[config.mk]
export PLATFORM = sky130hd
export DESIGN_NAME = psm_port6
export DESIGN_NICKNAME = d
export VERILOG_FILES = /design/src/verilog/psm_pkg.sv /design/src/verilog/psm_sync.sv /design/src/verilog/psm_port6.sv
export SDC_FILE = /design/constraint.sdc
export NUM_CORES = 1
export LEC_CHECK = 0
export ABC_CLOCK_PERIOD_IN_PS = 2800
export BUFFER_PORTS_ARGS = -buffer_cell sky130_fd_sc_hd__buf_2
export CORE_MARGIN = 5
export CORE_UTILIZATION = 35
export DETAILED_ROUTE_END_ITERATION = 6
export GPL_TIMING_DRIVEN = 1
export PLACE_DENSITY = 0.68
export SYNTH_ARGS = -nofsm -noshare
export SYNTH_HDL_FRONTEND = slang
export SYNTH_SLANG_ARGS = --single-unit
[constraint.sdc]
create_clock -name pclk -period 2.8 [get_ports pclk]
set_clock_uncertainty 0.1 [all_clocks]
set_input_delay 0.28 -clock pclk [delete_from_list [all_inputs] [get_ports pclk]]
set_output_delay 0.28 -clock pclk [all_outputs]
set_load 0.005 [all_outputs]
[src/verilog/psm_pkg.sv]
package psm_pkg;
	// Register byte offsets on the APB bus
	localparam logic [11:0] PSM_OFF_DATA = 12'h000;
	localparam logic [11:0] PSM_OFF_DIR = 12'h004;
	localparam logic [11:0] PSM_OFF_MODE = 12'h008;
	localparam logic [11:0] PSM_OFF_FUNC = 12'h00C;
	// Values after reset
	localparam logic [15:0] PSM_DATA_RST = 16'h0000;
	localparam logic [15:0] PSM_DIR_RST = 16'hFFFF;
	localparam logic [15:0] PSM_MODE_RST = 16'h0000;
	localparam logic [15:0] PSM_FUNC_RST = 16'h0000;
	// Implemented bits of the mode and function registers, then of the data and direction registers
	localparam logic [15:0] PSM_ALT_MASK = 16'h3C07;
	localparam logic [15:0] PSM_FULL_MASK = 16'hFFFF;
	// Field positions
	localparam int PSM_PINS = 16;
	localparam int PSM_TMR_LSB = 10;
	localparam int PSM_TMR_N = 4;
	localparam int PSM_IRQ_LSB = 0;
	localparam int PSM_IRQ_N = 3;
	localparam int PSM_SYNC_STAGES = 2;
endpackage

[src/verilog/psm_sync.sv]
`timescale 1ns/1ns
module psm_sync
	import psm_pkg::*;
#(
	parameter int WIDTH = PSM_PINS
) (
	// Clock and reset
	input wire logic pclk,
	input wire logic presetn,
	// Asynchronous in, synchronous out
	input wire logic [WIDTH-1:0] async_in,
	output logic [WIDTH-1:0] sync_out
);
	logic [WIDTH-1:0] meta_q;
	logic [WIDTH-1:0] meta_d;
	logic [WIDTH-1:0] sync_d;

	if (WIDTH < 1) begin : g_bad_width
		$error("psm_sync: WIDTH must be at least 1");
	end

	// First stage feeds only the second stage
	always_comb begin
		meta_d = async_in;
		sync_d = meta_q;
	end

	always_ff @(posedge pclk or negedge presetn) begin
		if (!presetn) begin
			meta_q <= '0;
			sync_out <= '0;
		end else begin
			meta_q <= meta_d;
			sync_out <= sync_d;
		end
	end
endmodule

[src/verilog/psm_port6.sv]
`timescale 1ns/1ns
// Overview of operation
// RQ1 - The data register reads back the level on each pin, and its written value sets what each output pin drives.
// RQ2 - The data register takes full 16-bit writes and each of its two bytes may also be written alone.
// RQ3 - A direction bit of 0 makes its pin an output and a 1 makes it an input, each pin on its own.
// RQ4 - The direction register is 16 bits wide and each of its two bytes may also be written alone.
// RQ5 - The mode register is 16 bits wide and each of its two bytes may also be written alone.
// RQ6 - Mode bits 10 to 13 leave their pins as port pins at 0 and give them to the timer channels at 1.
// RQ7 - Mode bits 0 to 2 leave their pins as port pins at 0 and route them to the external interrupt inputs at 1.
// RQ8 - Software sets a pin's function bit to 1 before it sets the mode bit, otherwise the pin output is undefined.
// RQ9 - A function bit picks timer input at 0 and timer output at 1, and 0 is not allowed on interrupt pins.
// RQ10 - Mode bits that are not implemented read as zero and ignore writes.
module psm_port6
	import psm_pkg::*;
#(
	parameter int ADDR_W = 12
) (
	// APB slave
	input wire logic pclk,
	input wire logic presetn,
	input wire logic psel,
	input wire logic penable,
	input wire logic pwrite,
	input wire logic [ADDR_W-1:0] paddr,
	input wire logic [31:0] pwdata,
	input wire logic [3:0] pstrb,
	output logic [31:0] prdata,
	output logic pready,
	output logic pslverr,
	// Port pins
	input wire logic [PSM_PINS-1:0] pin_in,
	output logic [PSM_PINS-1:0] pin_out,
	output logic [PSM_PINS-1:0] pin_oe,
	// Timer channels
	input wire logic [PSM_TMR_N-1:0] timer2_compare_out,
	output logic [PSM_TMR_N-1:0] timer2_capture_in,
	// External interrupt inputs
	output logic [PSM_IRQ_N-1:0] ext_irq_in
);
	logic [15:0] data_q, data_d;
	logic [15:0] dir_q, dir_d;
	logic [15:0] mode_q, mode_d;
	logic [15:0] func_q, func_d;
	logic [31:0] prdata_d;
	logic pready_d, pslverr_d;
	logic [PSM_PINS-1:0] pin_out_d, pin_oe_d;
	logic [PSM_TMR_N-1:0] cap_d;
	logic [PSM_IRQ_N-1:0] irq_d;
	logic [PSM_PINS-1:0] pin_sync;
	logic sel_data, sel_dir, sel_mode, sel_func, hit, setup, wr;

	if (ADDR_W < 4 || ADDR_W > 32) begin : g_bad_addr_w
		$error("psm_port6: ADDR_W must lie between 4 and 32");
	end

	// Pin levels are asynchronous and must be synchronised before use
	psm_sync #(.WIDTH(PSM_PINS)) u_sync (
		.pclk(pclk),
		.presetn(presetn),
		.async_in(pin_in),
		.sync_out(pin_sync)
	);

	function automatic logic [15:0] merge(input logic [15:0] old, input logic [31:0] wd,
			input logic [3:0] st, input logic [15:0] mask);
		logic [15:0] lanes;
		lanes = {{8{st[1]}}, {8{st[0]}}};
		merge = ((old & ~lanes) | (wd[15:0] & lanes)) & mask;
	endfunction

	always_comb begin
		sel_data = (paddr == ADDR_W'(PSM_OFF_DATA));
		sel_dir = (paddr == ADDR_W'(PSM_OFF_DIR));
		sel_mode = (paddr == ADDR_W'(PSM_OFF_MODE));
		sel_func = (paddr == ADDR_W'(PSM_OFF_FUNC));
		hit = sel_data | sel_dir | sel_mode | sel_func;
		setup = psel & ~penable;
		// Write commits only at the access edge and never on an error
		wr = psel & penable & pready & pwrite & ~pslverr;
	end

	// Register file next values
	always_comb begin
		data_d = data_q;
		dir_d = dir_q;
		mode_d = mode_q;
		func_d = func_q;
		if (wr && sel_data) begin
			data_d = merge(data_q, pwdata, pstrb, PSM_FULL_MASK); // [RQ1] [RQ2]
		end
		if (wr && sel_dir) begin
			dir_d = merge(dir_q, pwdata, pstrb, PSM_FULL_MASK); // [RQ4]
		end
		if (wr && sel_mode) begin
			mode_d = merge(mode_q, pwdata, pstrb, PSM_ALT_MASK); // [RQ5] [RQ10]
		end
		if (wr && sel_func) begin
			func_d = merge(func_q, pwdata, pstrb, PSM_ALT_MASK); // [RQ9]
		end
	end

	// Bus answer: read data is captured in setup so that it stays steady through the access
	always_comb begin
		prdata_d = prdata;
		pready_d = setup;
		pslverr_d = 1'b0;
		if (setup) begin
			pslverr_d = ~hit;
			prdata_d = 32'h0000_0000;
			if (sel_data) begin
				prdata_d[15:0] = pin_sync; // [RQ1]
			end else if (sel_dir) begin
				prdata_d[15:0] = dir_q;
			end else if (sel_mode) begin
				prdata_d[15:0] = mode_q; // [RQ10]
			end else if (sel_func) begin
				prdata_d[15:0] = func_q;
			end
		end
	end

	// Pin steering; a timer pin in alternate mode with function 0 stays undriven as a safe choice
	for (genvar g = 0; g < PSM_PINS; g++) begin : g_pin
		if (g >= PSM_TMR_LSB && g < PSM_TMR_LSB + PSM_TMR_N) begin : g_tmr
			assign pin_out_d[g] = mode_q[g] ? func_q[g] & timer2_compare_out[g-PSM_TMR_LSB] : data_q[g]; // [RQ6]
			assign pin_oe_d[g] = mode_q[g] ? func_q[g] : ~dir_q[g]; // [RQ3] [RQ8] [RQ9]
			assign cap_d[g-PSM_TMR_LSB] = pin_sync[g] & mode_q[g] & ~func_q[g]; // [RQ6] [RQ9]
		end else if (g >= PSM_IRQ_LSB && g < PSM_IRQ_LSB + PSM_IRQ_N) begin : g_irq
			assign pin_out_d[g] = mode_q[g] ? 1'b0 : data_q[g]; // [RQ1]
			assign pin_oe_d[g] = mode_q[g] ? 1'b0 : ~dir_q[g]; // [RQ3] [RQ7]
			assign irq_d[g-PSM_IRQ_LSB] = pin_sync[g] & mode_q[g]; // [RQ7]
		end else begin : g_plain
			assign pin_out_d[g] = data_q[g]; // [RQ1]
			assign pin_oe_d[g] = ~dir_q[g]; // [RQ3]
		end
	end

	always_ff @(posedge pclk or negedge presetn) begin
		if (!presetn) begin
			data_q <= PSM_DATA_RST;
			dir_q <= PSM_DIR_RST;
			mode_q <= PSM_MODE_RST;
			func_q <= PSM_FUNC_RST;
			prdata <= 32'h0000_0000;
			pready <= 1'b0;
			pslverr <= 1'b0;
			pin_out <= '0;
			pin_oe <= '0;
			timer2_capture_in <= '0;
			ext_irq_in <= '0;
		end else begin
			data_q <= data_d;
			dir_q <= dir_d;
			mode_q <= mode_d;
			func_q <= func_d;
			prdata <= prdata_d;
			pready <= pready_d;
			pslverr <= pslverr_d;
			pin_out <= pin_out_d;
			pin_oe <= pin_oe_d;
			timer2_capture_in <= cap_d;
			ext_irq_in <= irq_d;
		end
	end
endmodule

==> Yosys cells after proc, flatten, opt, wreduce, memory -nomap -nowiden <==
Index checks and enable logic that the tools add are counted.
Widths: inputs -> output; s select.
{ "totals": {"latchBits": 0, "register_bits": 135, "rom_bits": 0, "inputBits": 73, "ramBits": 0, "n_memories": 0, "output_inout_bits": 73, "elab_cells": 96} }
{ "op_classes": {"n_addsub": 0, "order_cmp": 0, "n_mux": 19, "n_mul": 0, "bitwise": 56, "shifts": 0, "reduce_logical": 5, "eq_ne": 3, "div": 0} }
{ "op_table": {"columns": ["cell", "n"], "rows": [
  ["$and 16x16->16", 3],
  ["$mux 16", 2],
  ["$or 16x16->16", 2],
  ["$and 14x14->14", 2],
  ["$mux 14", 2],
  ["$or 14x14->14", 2],
  ["$eq 12x4->1 const B", 2],
  ["$not 1->1", 23],
  ["$and 1x1->1", 20],
  ["$not 16->16", 1],
  ["$mux 1", 15],
  ["$eq 12x3->1 const B", 1],
  ["$logic_not 12->1", 1],
  ["$logic_and 1x1->1", 4],
  ["$or 1x1->1", 3]
]} }

==> Longest topological paths before layout <==
Gate-level depths: netlist of run 1.
{ "logic_depth": {"depth_word": 6, "mapped_depth": 5, "mapped_depth_nobuf": 4} }

==> Cells and area by module <==
A second synthesis of run 1 with hierarchy kept.
{ "unflattened": {"cells_unflattened": 339, "area_unflattened_um2": 4973.5} }
{ "by_module_without_submodules": {"columns": ["module", "instances", "cells_each", "seq_area_each_um2", "area_per_inst_um2"], "rows": [
  ["psm_port6", 1, 307, 2597.5, 4172.8],
  ["psm_sync", 1, 32, 800.8, 800.8]
]} }

==> Worst setup path after synthesis of run 1 <==
Ideal clock, no wire load.
{ "synth_timing": {"kind": "input -> register", "startpoint": "input port paddr[11]", "endpoint": "register (tool-made name)", "path_slack_ns": 0.915, "setup_ns": 0.127, "required_time_ns": 2.573, "t_arrival_ns": 1.658, "path_stages": 5, "path_buffers": 1, "path_cell_list": "nor4_2 > and3_4 > and3_1 > buf_4 > mux2_1"} }
{ "synth_lines": {"columns": ["element", "line", "rtl"], "rows": [
  ["start, declared", "psm_port6.sv:24", "input wire logic [ADDR_W-1:0] paddr,"]
]} }

==> load_flow_metrics.sql, run 1 <==
INSERT INTO impl_metrics (metric_group, metric, value, unit) VALUES
('worst_setup_path', 'regToRegStartpoint', 'pslverr', ''),
('yosys', 'register_bit_count_reported_by_yosys', '135', ''),
('clock_network', 'post_cts_setup_inserts', '0', ''),
('power', 'internal_power', '3.32', 'mW'),
('timing', 'tns', '0', 'ns'),
('clock_network', 'root_buffer', 'sky130_fd_sc_hd__clkbuf_16', ''),
('floorplanning', 'ios', '146', ''),
('power', 'clkPwrFrac', '49.5', '%'),
('clock_network', 'cts.reportedPaths.clkPinSlew', '0.06', 'ns'),
('power', 'ir_worst_vdd', '0.000432', 'V'),
('worst_setup_path', 'cp-start-kind', 'register', ''),
('yosys', 'netlist_instances', '351', ''),
('worst_setup_path', 'cp_cell_sequence', 'and4b_1 -> and3_1 -> and3_1 -> mux2_1', ''),
('floorplanning', 'floorplan.die.height', '131', 'um'),
('timing', 'timing.final.hold_violations', '0', ''),
('timing', 'final-setup-viol-count', '0', ''),
('worst_setup_path', 'critPathSlowestCell', 'sky130_fd_sc_hd__dfrtp_1', ''),
('worst_setup_path', 'worst_path_most_repeated_cell', 'sky130_fd_sc_hd__and3_1', ''),
('routing', 'viasPerCell', '4.66', ''),
('worst_setup_path', 'timing.critical_path.fanout_max', '4', ''),
('floorplanning', 'coreArea', '14500', 'um2'),
('placed_design', 'dpl.cell_count', '644', ''),
('timing', 'maximum_frequency_from_static_timing_analysis', '512', 'MHz'),
('timing', 'final_min_period_over_clock_period', '69.8', '%'),
('floorplanning', 'die_area', '17200', 'um2'),
('yosys', 'synth.most_common_cell', 'sky130_fd_sc_hd__dfrtp_1', ''),
('timing', 'slew_viol_final', '0', ''),
('grt', 'grt_first_pass_wirelength', '19000', 'um'),
('clock_network', 'clk_path_buf_depth', '2', ''),
('clock_network', 'numCtsBuffers', '17', ''),
('power', 'switchingPower', '992', 'uW'),
('worst_setup_path', 'cp.buffers_inverters', '0', ''),
('worst_setup_path', 'path_delay_family', 'simple AND/OR/NAND/NOR gates', ''),
('power', 'seq_power_share', '46.3', '%'),
('placed_design', 'dp.final_hpwl', '8340', 'um'),
('routing', 'detail_route.first_pass.iterations', '4', ''),
('routing', 'drtIter0Drc', '216', ''),
('yosys', 'synth_top_cells_by_area', 'sky130_fd_sc_hd__dfrtp_1 (58%), sky130_fd_sc_hd__mux2_4 (9.4%), sky130_fd_sc_hd__dfstp_2 (8.2%), sky130_fd_sc_hd__buf_4 (2.5%), sky130_fd_sc_hd__mux2_2 (2.2%)', ''),
('grt', 'number_of_global_route_vias_before_repair', '3548', ''),
('yosys', 'async_reset_ff_share', '100', '%'),
('yosys', 'synth_top_flop_cell', 'sky130_fd_sc_hd__dfrtp_1', ''),
('routing', 'post-route-drc-count', '0', ''),
('yosys', 'ys.warnings.count', '0', ''),
('worst_setup_path', 'reg2reg_slack', '0.85', 'ns'),
('final_layout', 'instances_no_fill', '696', ''),
('worst_setup_path', 'worst_path_largest_cell_delay', '0.38', 'ns'),
('power', 'combPwrFrac', '4.1', '%'),
('min_path', 'whs_endpoint', 'pin_out[13]', ''),
('power', 'switching_share', '23.0', '%'),
('flow_run', 'timing.max_cap.violations', '0', ''),
('outcome', 'run_status', 'finished, final reports clean', ''),
('routing', 'routed-via-count', '3243', ''),
('routing', 'postRouteAntennaNets', '0', ''),
('floorplanning', 'rows', '44', ''),
('routing', 'detail_route.wl_per_cell', '16.8', 'um'),
('worst_setup_path', 'crit_arrival', '2.15', 'ns'),
('final_layout', 'antenna_cells_inserted', '0', ''),
('clock_network', 'tritoncts', 'done', ''),
('grt', 'maximum_number_of_pins_on_one_net_before_global_route_repair', '82', ''),
('final_layout', 'syn2layout_area_growth', '29.7', '%'),
('timing', 'slew_headroom', '47.1', '%'),
('timing', 'worstMarginPinSlew', '0.787', 'ns'),
('worst_setup_path', 'ff2ff_path_depth', '4', ''),
('timing', 'fin_crit', '1.95', 'ns'),
('min_path', 'hold_start', 'timer2_compare_out[3]', ''),
('grt', 'overflow', '0', ''),
('floorplanning', 'initial_utilization', '35.5', '%'),
('yosys', 'yosysSeqAreaShare', '66.2', '%'),
('min_path', 'number_of_cells_traversed_by_the_worst_hold_path', '3', ''),
('yosys', 'synth.avg_cell_area', '14.6', 'um2'),
('worst_setup_path', 'worstSetupPathType', 'reg -> reg', '');
[how the worst max path moves through the flow]
stage,start,to,slack [ns],cells past startpoint
floorplan,paddr[11],register,0.91,5
global placement,paddr[11],register,0.63,6
detailed placement,paddr[7],prdata[8],0.59,5
CTS,pslverr,register,0.86,4
global route,pslverr,register,0.76,4
finish,pslverr,register,0.85,4
[cells by family (layout without fill, tap and decap cells)]
kind of cell           Yosys count  in the layout  synth area share (%)
multiplexers                    50             50                  13.2
AO/OA/AOI/OAI                   39             39                  5.16
AND/OR/NAND/NOR                 85             85                  11.0
flip-flops                     135            135                  66.2
buffers and inverters           41            187                  4.38
other                            1             16                0.0730
[placed cells by master, fill, tap and decap left out, types with 6 or more instances in the layout]
cell and n:
sky130_fd_sc_hd__dfrtp_1 119, sky130_fd_sc_hd__buf_2 110, sky130_fd_sc_hd__mux2_4 32, sky130_fd_sc_hd__nand2_1 22
sky130_fd_sc_hd__dlygate4sd3_1 20, sky130_fd_sc_hd__inv_1 19, sky130_fd_sc_hd__clkbuf_16 17, sky130_fd_sc_hd__dfstp_2 16
sky130_fd_sc_hd__conb_1 16, sky130_fd_sc_hd__o21ai_0 11, sky130_fd_sc_hd__a22oi_1 11, sky130_fd_sc_hd__nand3_1 10
sky130_fd_sc_hd__mux2_2 10, sky130_fd_sc_hd__and3_1 8, sky130_fd_sc_hd__nor2_1 7, sky130_fd_sc_hd__nor2b_1 6
[power groups by stage]
| stage | Sequential, mW | Combinational, mW | Clock [mW] |
|---|---|---|---|
| 6_report | 2.00 | 0.179 | 2.14 |
| 4_1_cts | 2.00 | 0.183 | 2.20 |
| 2_1_floorplan | 2.03 | 0.0600 | 0 |
| 3_5_place_dp | 2.03 | 0.161 | 0 |
| 3_3_place_gp | 2.03 | 0.156 | 0 |
| 5_1_grt | 2.00 | 0.201 | 2.29 |
[repair_timing]
action / CTS / global route
hold endpoints to repair: 88 / 0
resized for setup: 0 / 0
hold buffers: 20 / 0
[layout make-up]
type / instances / area [um2]
Timing Repair Buffer: 136 / 812
Sequential cell: 135 / 3400
Clock inverter: 14 / 140
Clock buffer: 18 / 439
Tap cell: 184 / 230
Fill cell: 1308 / 7820
Multi-Input combinational cell: 190 / 1570
Inverter: 19 / 71.3
[stage by stage]
step / util [%] / area (um2) / setup slack, ns / hold slack, ns / total power [mW]
5_1_grt: 46.0 / 6660 / 0.760 / 0.00520 / 4.50
6_report: 46.0 / 6660 / 0.846 / 0.0191 / 4.31
4_1_cts: 46.0 / 6660 / 0.856 / 0.00270 / 4.38
2_1_floorplan: - / 5190 / 0.915 / -0.116 / 2.09
3_5_place_dp: 40.6 / 5880 / 0.594 / 0.236 / 2.19
3_3_place_gp: 40.6 / 5880 / 0.630 / 0.233 / 2.19
[layer usage]
layer  routed length (um)  global-route usage, %  vias up
li1                     -                      -     1493
met1                 4780                   16.5     1630
met2                 5940                   23.1       97
met3                  630                   5.01       23
met4                  320                   6.18        0
met5                    0                      0        -
[worst reg2reg max path, delay by kind of cell (launching register included)]
kind / cells / cell delay (ns)
flip-flops: 1 / 0.38
multiplexers: 1 / 0.36
AND/OR/NAND/NOR: 3 / 0.99
(Power assumes the default switching activity.)
==> run 2, diff against run 1 <==
--- a/config.mk
+++ b/config.mk
@@ -5,7 +5,7 @@
 export SDC_FILE = /design/constraint.sdc
 export NUM_CORES = 1
 export LEC_CHECK = 0
-export ABC_CLOCK_PERIOD_IN_PS = 2800
+export ABC_CLOCK_PERIOD_IN_PS = 1900
 export BUFFER_PORTS_ARGS = -buffer_cell sky130_fd_sc_hd__buf_2
 export CORE_MARGIN = 5
 export CORE_UTILIZATION = 35
==> constraint.sdc (replaced) <==
create_clock -name pclk -period 1.9 [get_ports pclk]
set_clock_uncertainty 0.1 [all_clocks]
set_input_delay 0.19 -clock pclk [delete_from_list [all_inputs] [get_ports pclk]]
set_output_delay 0.19 -clock pclk [all_outputs]
set_load 0.005 [all_outputs]
==> run 2 against run 1 <==
Effect of this change:
- final cell count rose by 5.3%
- core utilization rose by 2.6 points
- register-to-register slack got worse by 0.78 ns
- global-route usage rose by 0.49 points
- sequential power rose by 47%
- cell area rose by 5.6%
- clock power rose by 54%
- fmax rose by 6.3%
- via count rose by 4.7%
- largest cell class unchanged
==> load_flow_metrics.sql, run 2 (synthesized netlist as in run 1, its figures left out) <==
INSERT INTO impl_metrics (metric_group, metric, value, unit) VALUES
('outcome', 'run_status', 'finished, final reports clean', ''),
('timing', 'slew_headroom', '65.0', '%'),
('timing', 'final-setup-viol-count', '0', ''),
('final_layout', 'syn2layout_area_growth', '37.0', '%'),
('clock_network', 'clk_path_buf_depth', '2', ''),
('timing', 'timing.final.hold_violations', '0', ''),
('clock_network', 'clk-insertion-delay-late', '0.42', 'ns'),
('routing', 'detail_route.first_pass.iterations', '4', ''),
('worst_setup_path', 'cp_cell_sequence', 'and4b_1 -> and3_1 -> and3_1 -> mux2_2', ''),
('final_layout', 'most-common-layout-cells', 'sky130_fd_sc_hd__dfrtp_1 (119), sky130_fd_sc_hd__buf_2 (110), sky130_fd_sc_hd__dlygate4sd3_1 (37), sky130_fd_sc_hd__mux2_4 (32), sky130_fd_sc_hd__nand2_1 (22)', ''),
('power', 'static_leakage', '3.50', 'nW'),
('floorplanning', 'floorplan.die.height', '131', 'um'),
('floorplanning', 'coreArea', '14500', 'um2'),
('routing', 'viasPerCell', '4.63', ''),
('timing', 'unrepaired_setup_endpoints_after_global_routing', 'false', ''),
('timing', 'fin_crit', '1.84', 'ns'),
('grt', 'grt_util_all_layers', '14.5', '%'),
('routing', 'drtIter0Drc', '181', ''),
('flow_run', 'timing.max_cap.violations', '0', ''),
('final_layout', 'mostFrequentLayoutCell', 'sky130_fd_sc_hd__dfrtp_1', ''),
('floorplanning', 'initial_utilization', '35.5', '%'),
('grt', 'overflow', '0', ''),
('timing', 'slew_viol_final', '0', ''),
('routing', 'detail_route.wl_per_cell', '16.3', 'um'),
('worst_setup_path', 'worst_ep_required_time', '2.10', 'ns'),
('placed_design', 'post_dp_cell_area', '6060', 'um2'),
('routing', 'post-route-drc-count', '0', ''),
('worst_setup_path', 'worst_path_largest_cell_delay', '0.37', 'ns'),
('clock_network', 'post_cts_setup_inserts', '0', ''),
('worst_setup_path', 'timing.critical_path.fanout_max', '4', ''),
('grt', 'number_of_global_route_vias_before_repair', '3728', ''),
('grt', 'grt_first_pass_wirelength', '19600', 'um'),
('placed_design', 'gpl.final_weighted_congestion', '0.842', ''),
('clock_network', 'htree_depth', '4', ''),
('floorplanning', 'floorplan.die.width', '131', 'um'),
('worst_setup_path', 'crit_arrival', '2.03', 'ns'),
('worst_setup_path', 'worst_path_most_repeated_cell', 'sky130_fd_sc_hd__and3_1', ''),
('clock_network', 'cts.reportedPaths.clkPinSlew', '0.06', 'ns'),
('grt', 'maximum_number_of_pins_on_one_net_before_global_route_repair', '57', ''),
('timing', 'tns', '0', 'ns'),
('final_layout', 'drive_gt1_share', '44.3', '%'),
('timing', 'final_min_period_over_clock_period', '96.7', '%'),
('floorplanning', 'rows', '44', ''),
('worst_setup_path', 'critPathSlowestCell', 'sky130_fd_sc_hd__dfrtp_1', ''),
('final_layout', 'postLayoutCoreUtil', '48.6', '%'),
('worst_setup_path', 'cp-start-kind', 'register', ''),
('clock_network', 'tritoncts', 'done', ''),
('final_layout', 'final_nets', '608', ''),
('placed_design', 'dp.final_hpwl', '8440', 'um'),
('worst_setup_path', 'worstSetupPathType', 'reg -> reg', ''),
('power', 'ir_worst_vdd', '0.000608', 'V'),
('routing', 'postRouteAntennaNets', '0', ''),
('final_layout', 'final_area', '7040', 'um2'),
('floorplanning', 'die_area', '17200', 'um2'),
('grt', 'grt_antenna_before_repair', '1', ''),
('routing', 'total_wire_length', '12000', 'um'),
('power', 'power_density', '933', 'nW/um2'),
('min_path', 'hold_path_class', 'in -> reg', ''),
('clock_network', 'root_buffer', 'sky130_fd_sc_hd__clkbuf_16', ''),
('timing', 'maximum_frequency_from_static_timing_analysis', '544', 'MHz'),
('worst_setup_path', 'critical_path.endpoint_type', 'register', ''),
('timing', 'worstMarginPinSlew', '0.526', 'ns'),
('placed_design', 'placement.io_buffers', '111', ''),
('timing', 'worst_slack_on_hold_paths', '0.164', 'ns'),
('floorplanning', 'ios', '146', ''),
('routing', 'routed-via-count', '3396', ''),
('power', 'design_power_total', '6.56', 'mW'),
('clock_network', 'clkSinkCount', '135', ''),
('clock_network', 'numCtsBuffers', '17', ''),
('final_layout', 'layout.filler_cells', '1276', '');
[run 2: changes by cell type in the layout (fill, tap and decap cells not counted), sizes merged]
cell / before / now
buf: 116 / 135
dlygate4sd3: 20 / 37
inv: 24 / 20
clkbuf: 18 / 21
bufinv: 1 / 3
clkinvlp: 3 / 2
diode: 0 / 1
[run 2: final timing paths]
kind | depth (start not counted) | endpoint | slack, ns | start
setup / recovery | 4 | register | 0.06 | pslverr
hold reg to reg | 0 | u_sync.sync_out[15] | 0.24 | u_sync.meta_q[15]
setup reg to reg | 4 | register | 0.06 | pslverr
max in group asynchronous | 3 | asynchronous set/reset pin | 0.87 | presetn
hold / removal | 4 | pslverr | 0.16 | paddr[4]
min in group asynchronous | 2 | pin_out[2] | 0.21 | presetn
[run 2: cell type report]
cell class	count	area (um2)	share of cell area [%]
clock buffer	21	450	6.40
multi-input combinational	190	1570	22.3
inverter	19	71.3	1.01
tap	184	230	3.27
clock inverter	11	150	2.13
antenna	1	2.50	0.0356
sequential	135	3400	48.3
timing repair buffer	172	1160	16.5
[run 2: what timing repair did]
item	CTS	global route
hold buffers	37	0
gates resized for setup	0	1
endpoints found under the setup margin	0	4
endpoints found under the hold margin	117	0
[run 2: report_power, final]
group          internal [mW]  switching (mW)
combinational          0.151           0.166
sequential              2.93          0.0209
clock                   2.10            1.20
total                   5.18            1.39
[run 2: worst max-delay path: cells and delay by family, from the launching register on]
family        cells  cell delay (ns)
simple gates      3             0.89
flops             1             0.37
mux               1             0.36
[run 2: stage by stage]
| stage | std cells | worst slack, ns |
|---|---|---|
| 3_5_place_dp | 663 | -0.169 |
| 6_report | 733 | 0.0625 |
| 2_1_floorplan | 366 | 0.105 |
| 3_3_place_gp | 663 | -0.160 |
| 4_1_cts | 732 | 0.0511 |
| 5_1_grt | 733 | 0.00419 |
[run 2: layer usage]
metal  vias up  GRT usage [%]  routed length (um)
li1       1569              -                   -
met1      1700           16.9                4950
met2       102           24.5                6170
met3        25           5.08                 579
met4         0           5.83                 269
met5         -              0                   0
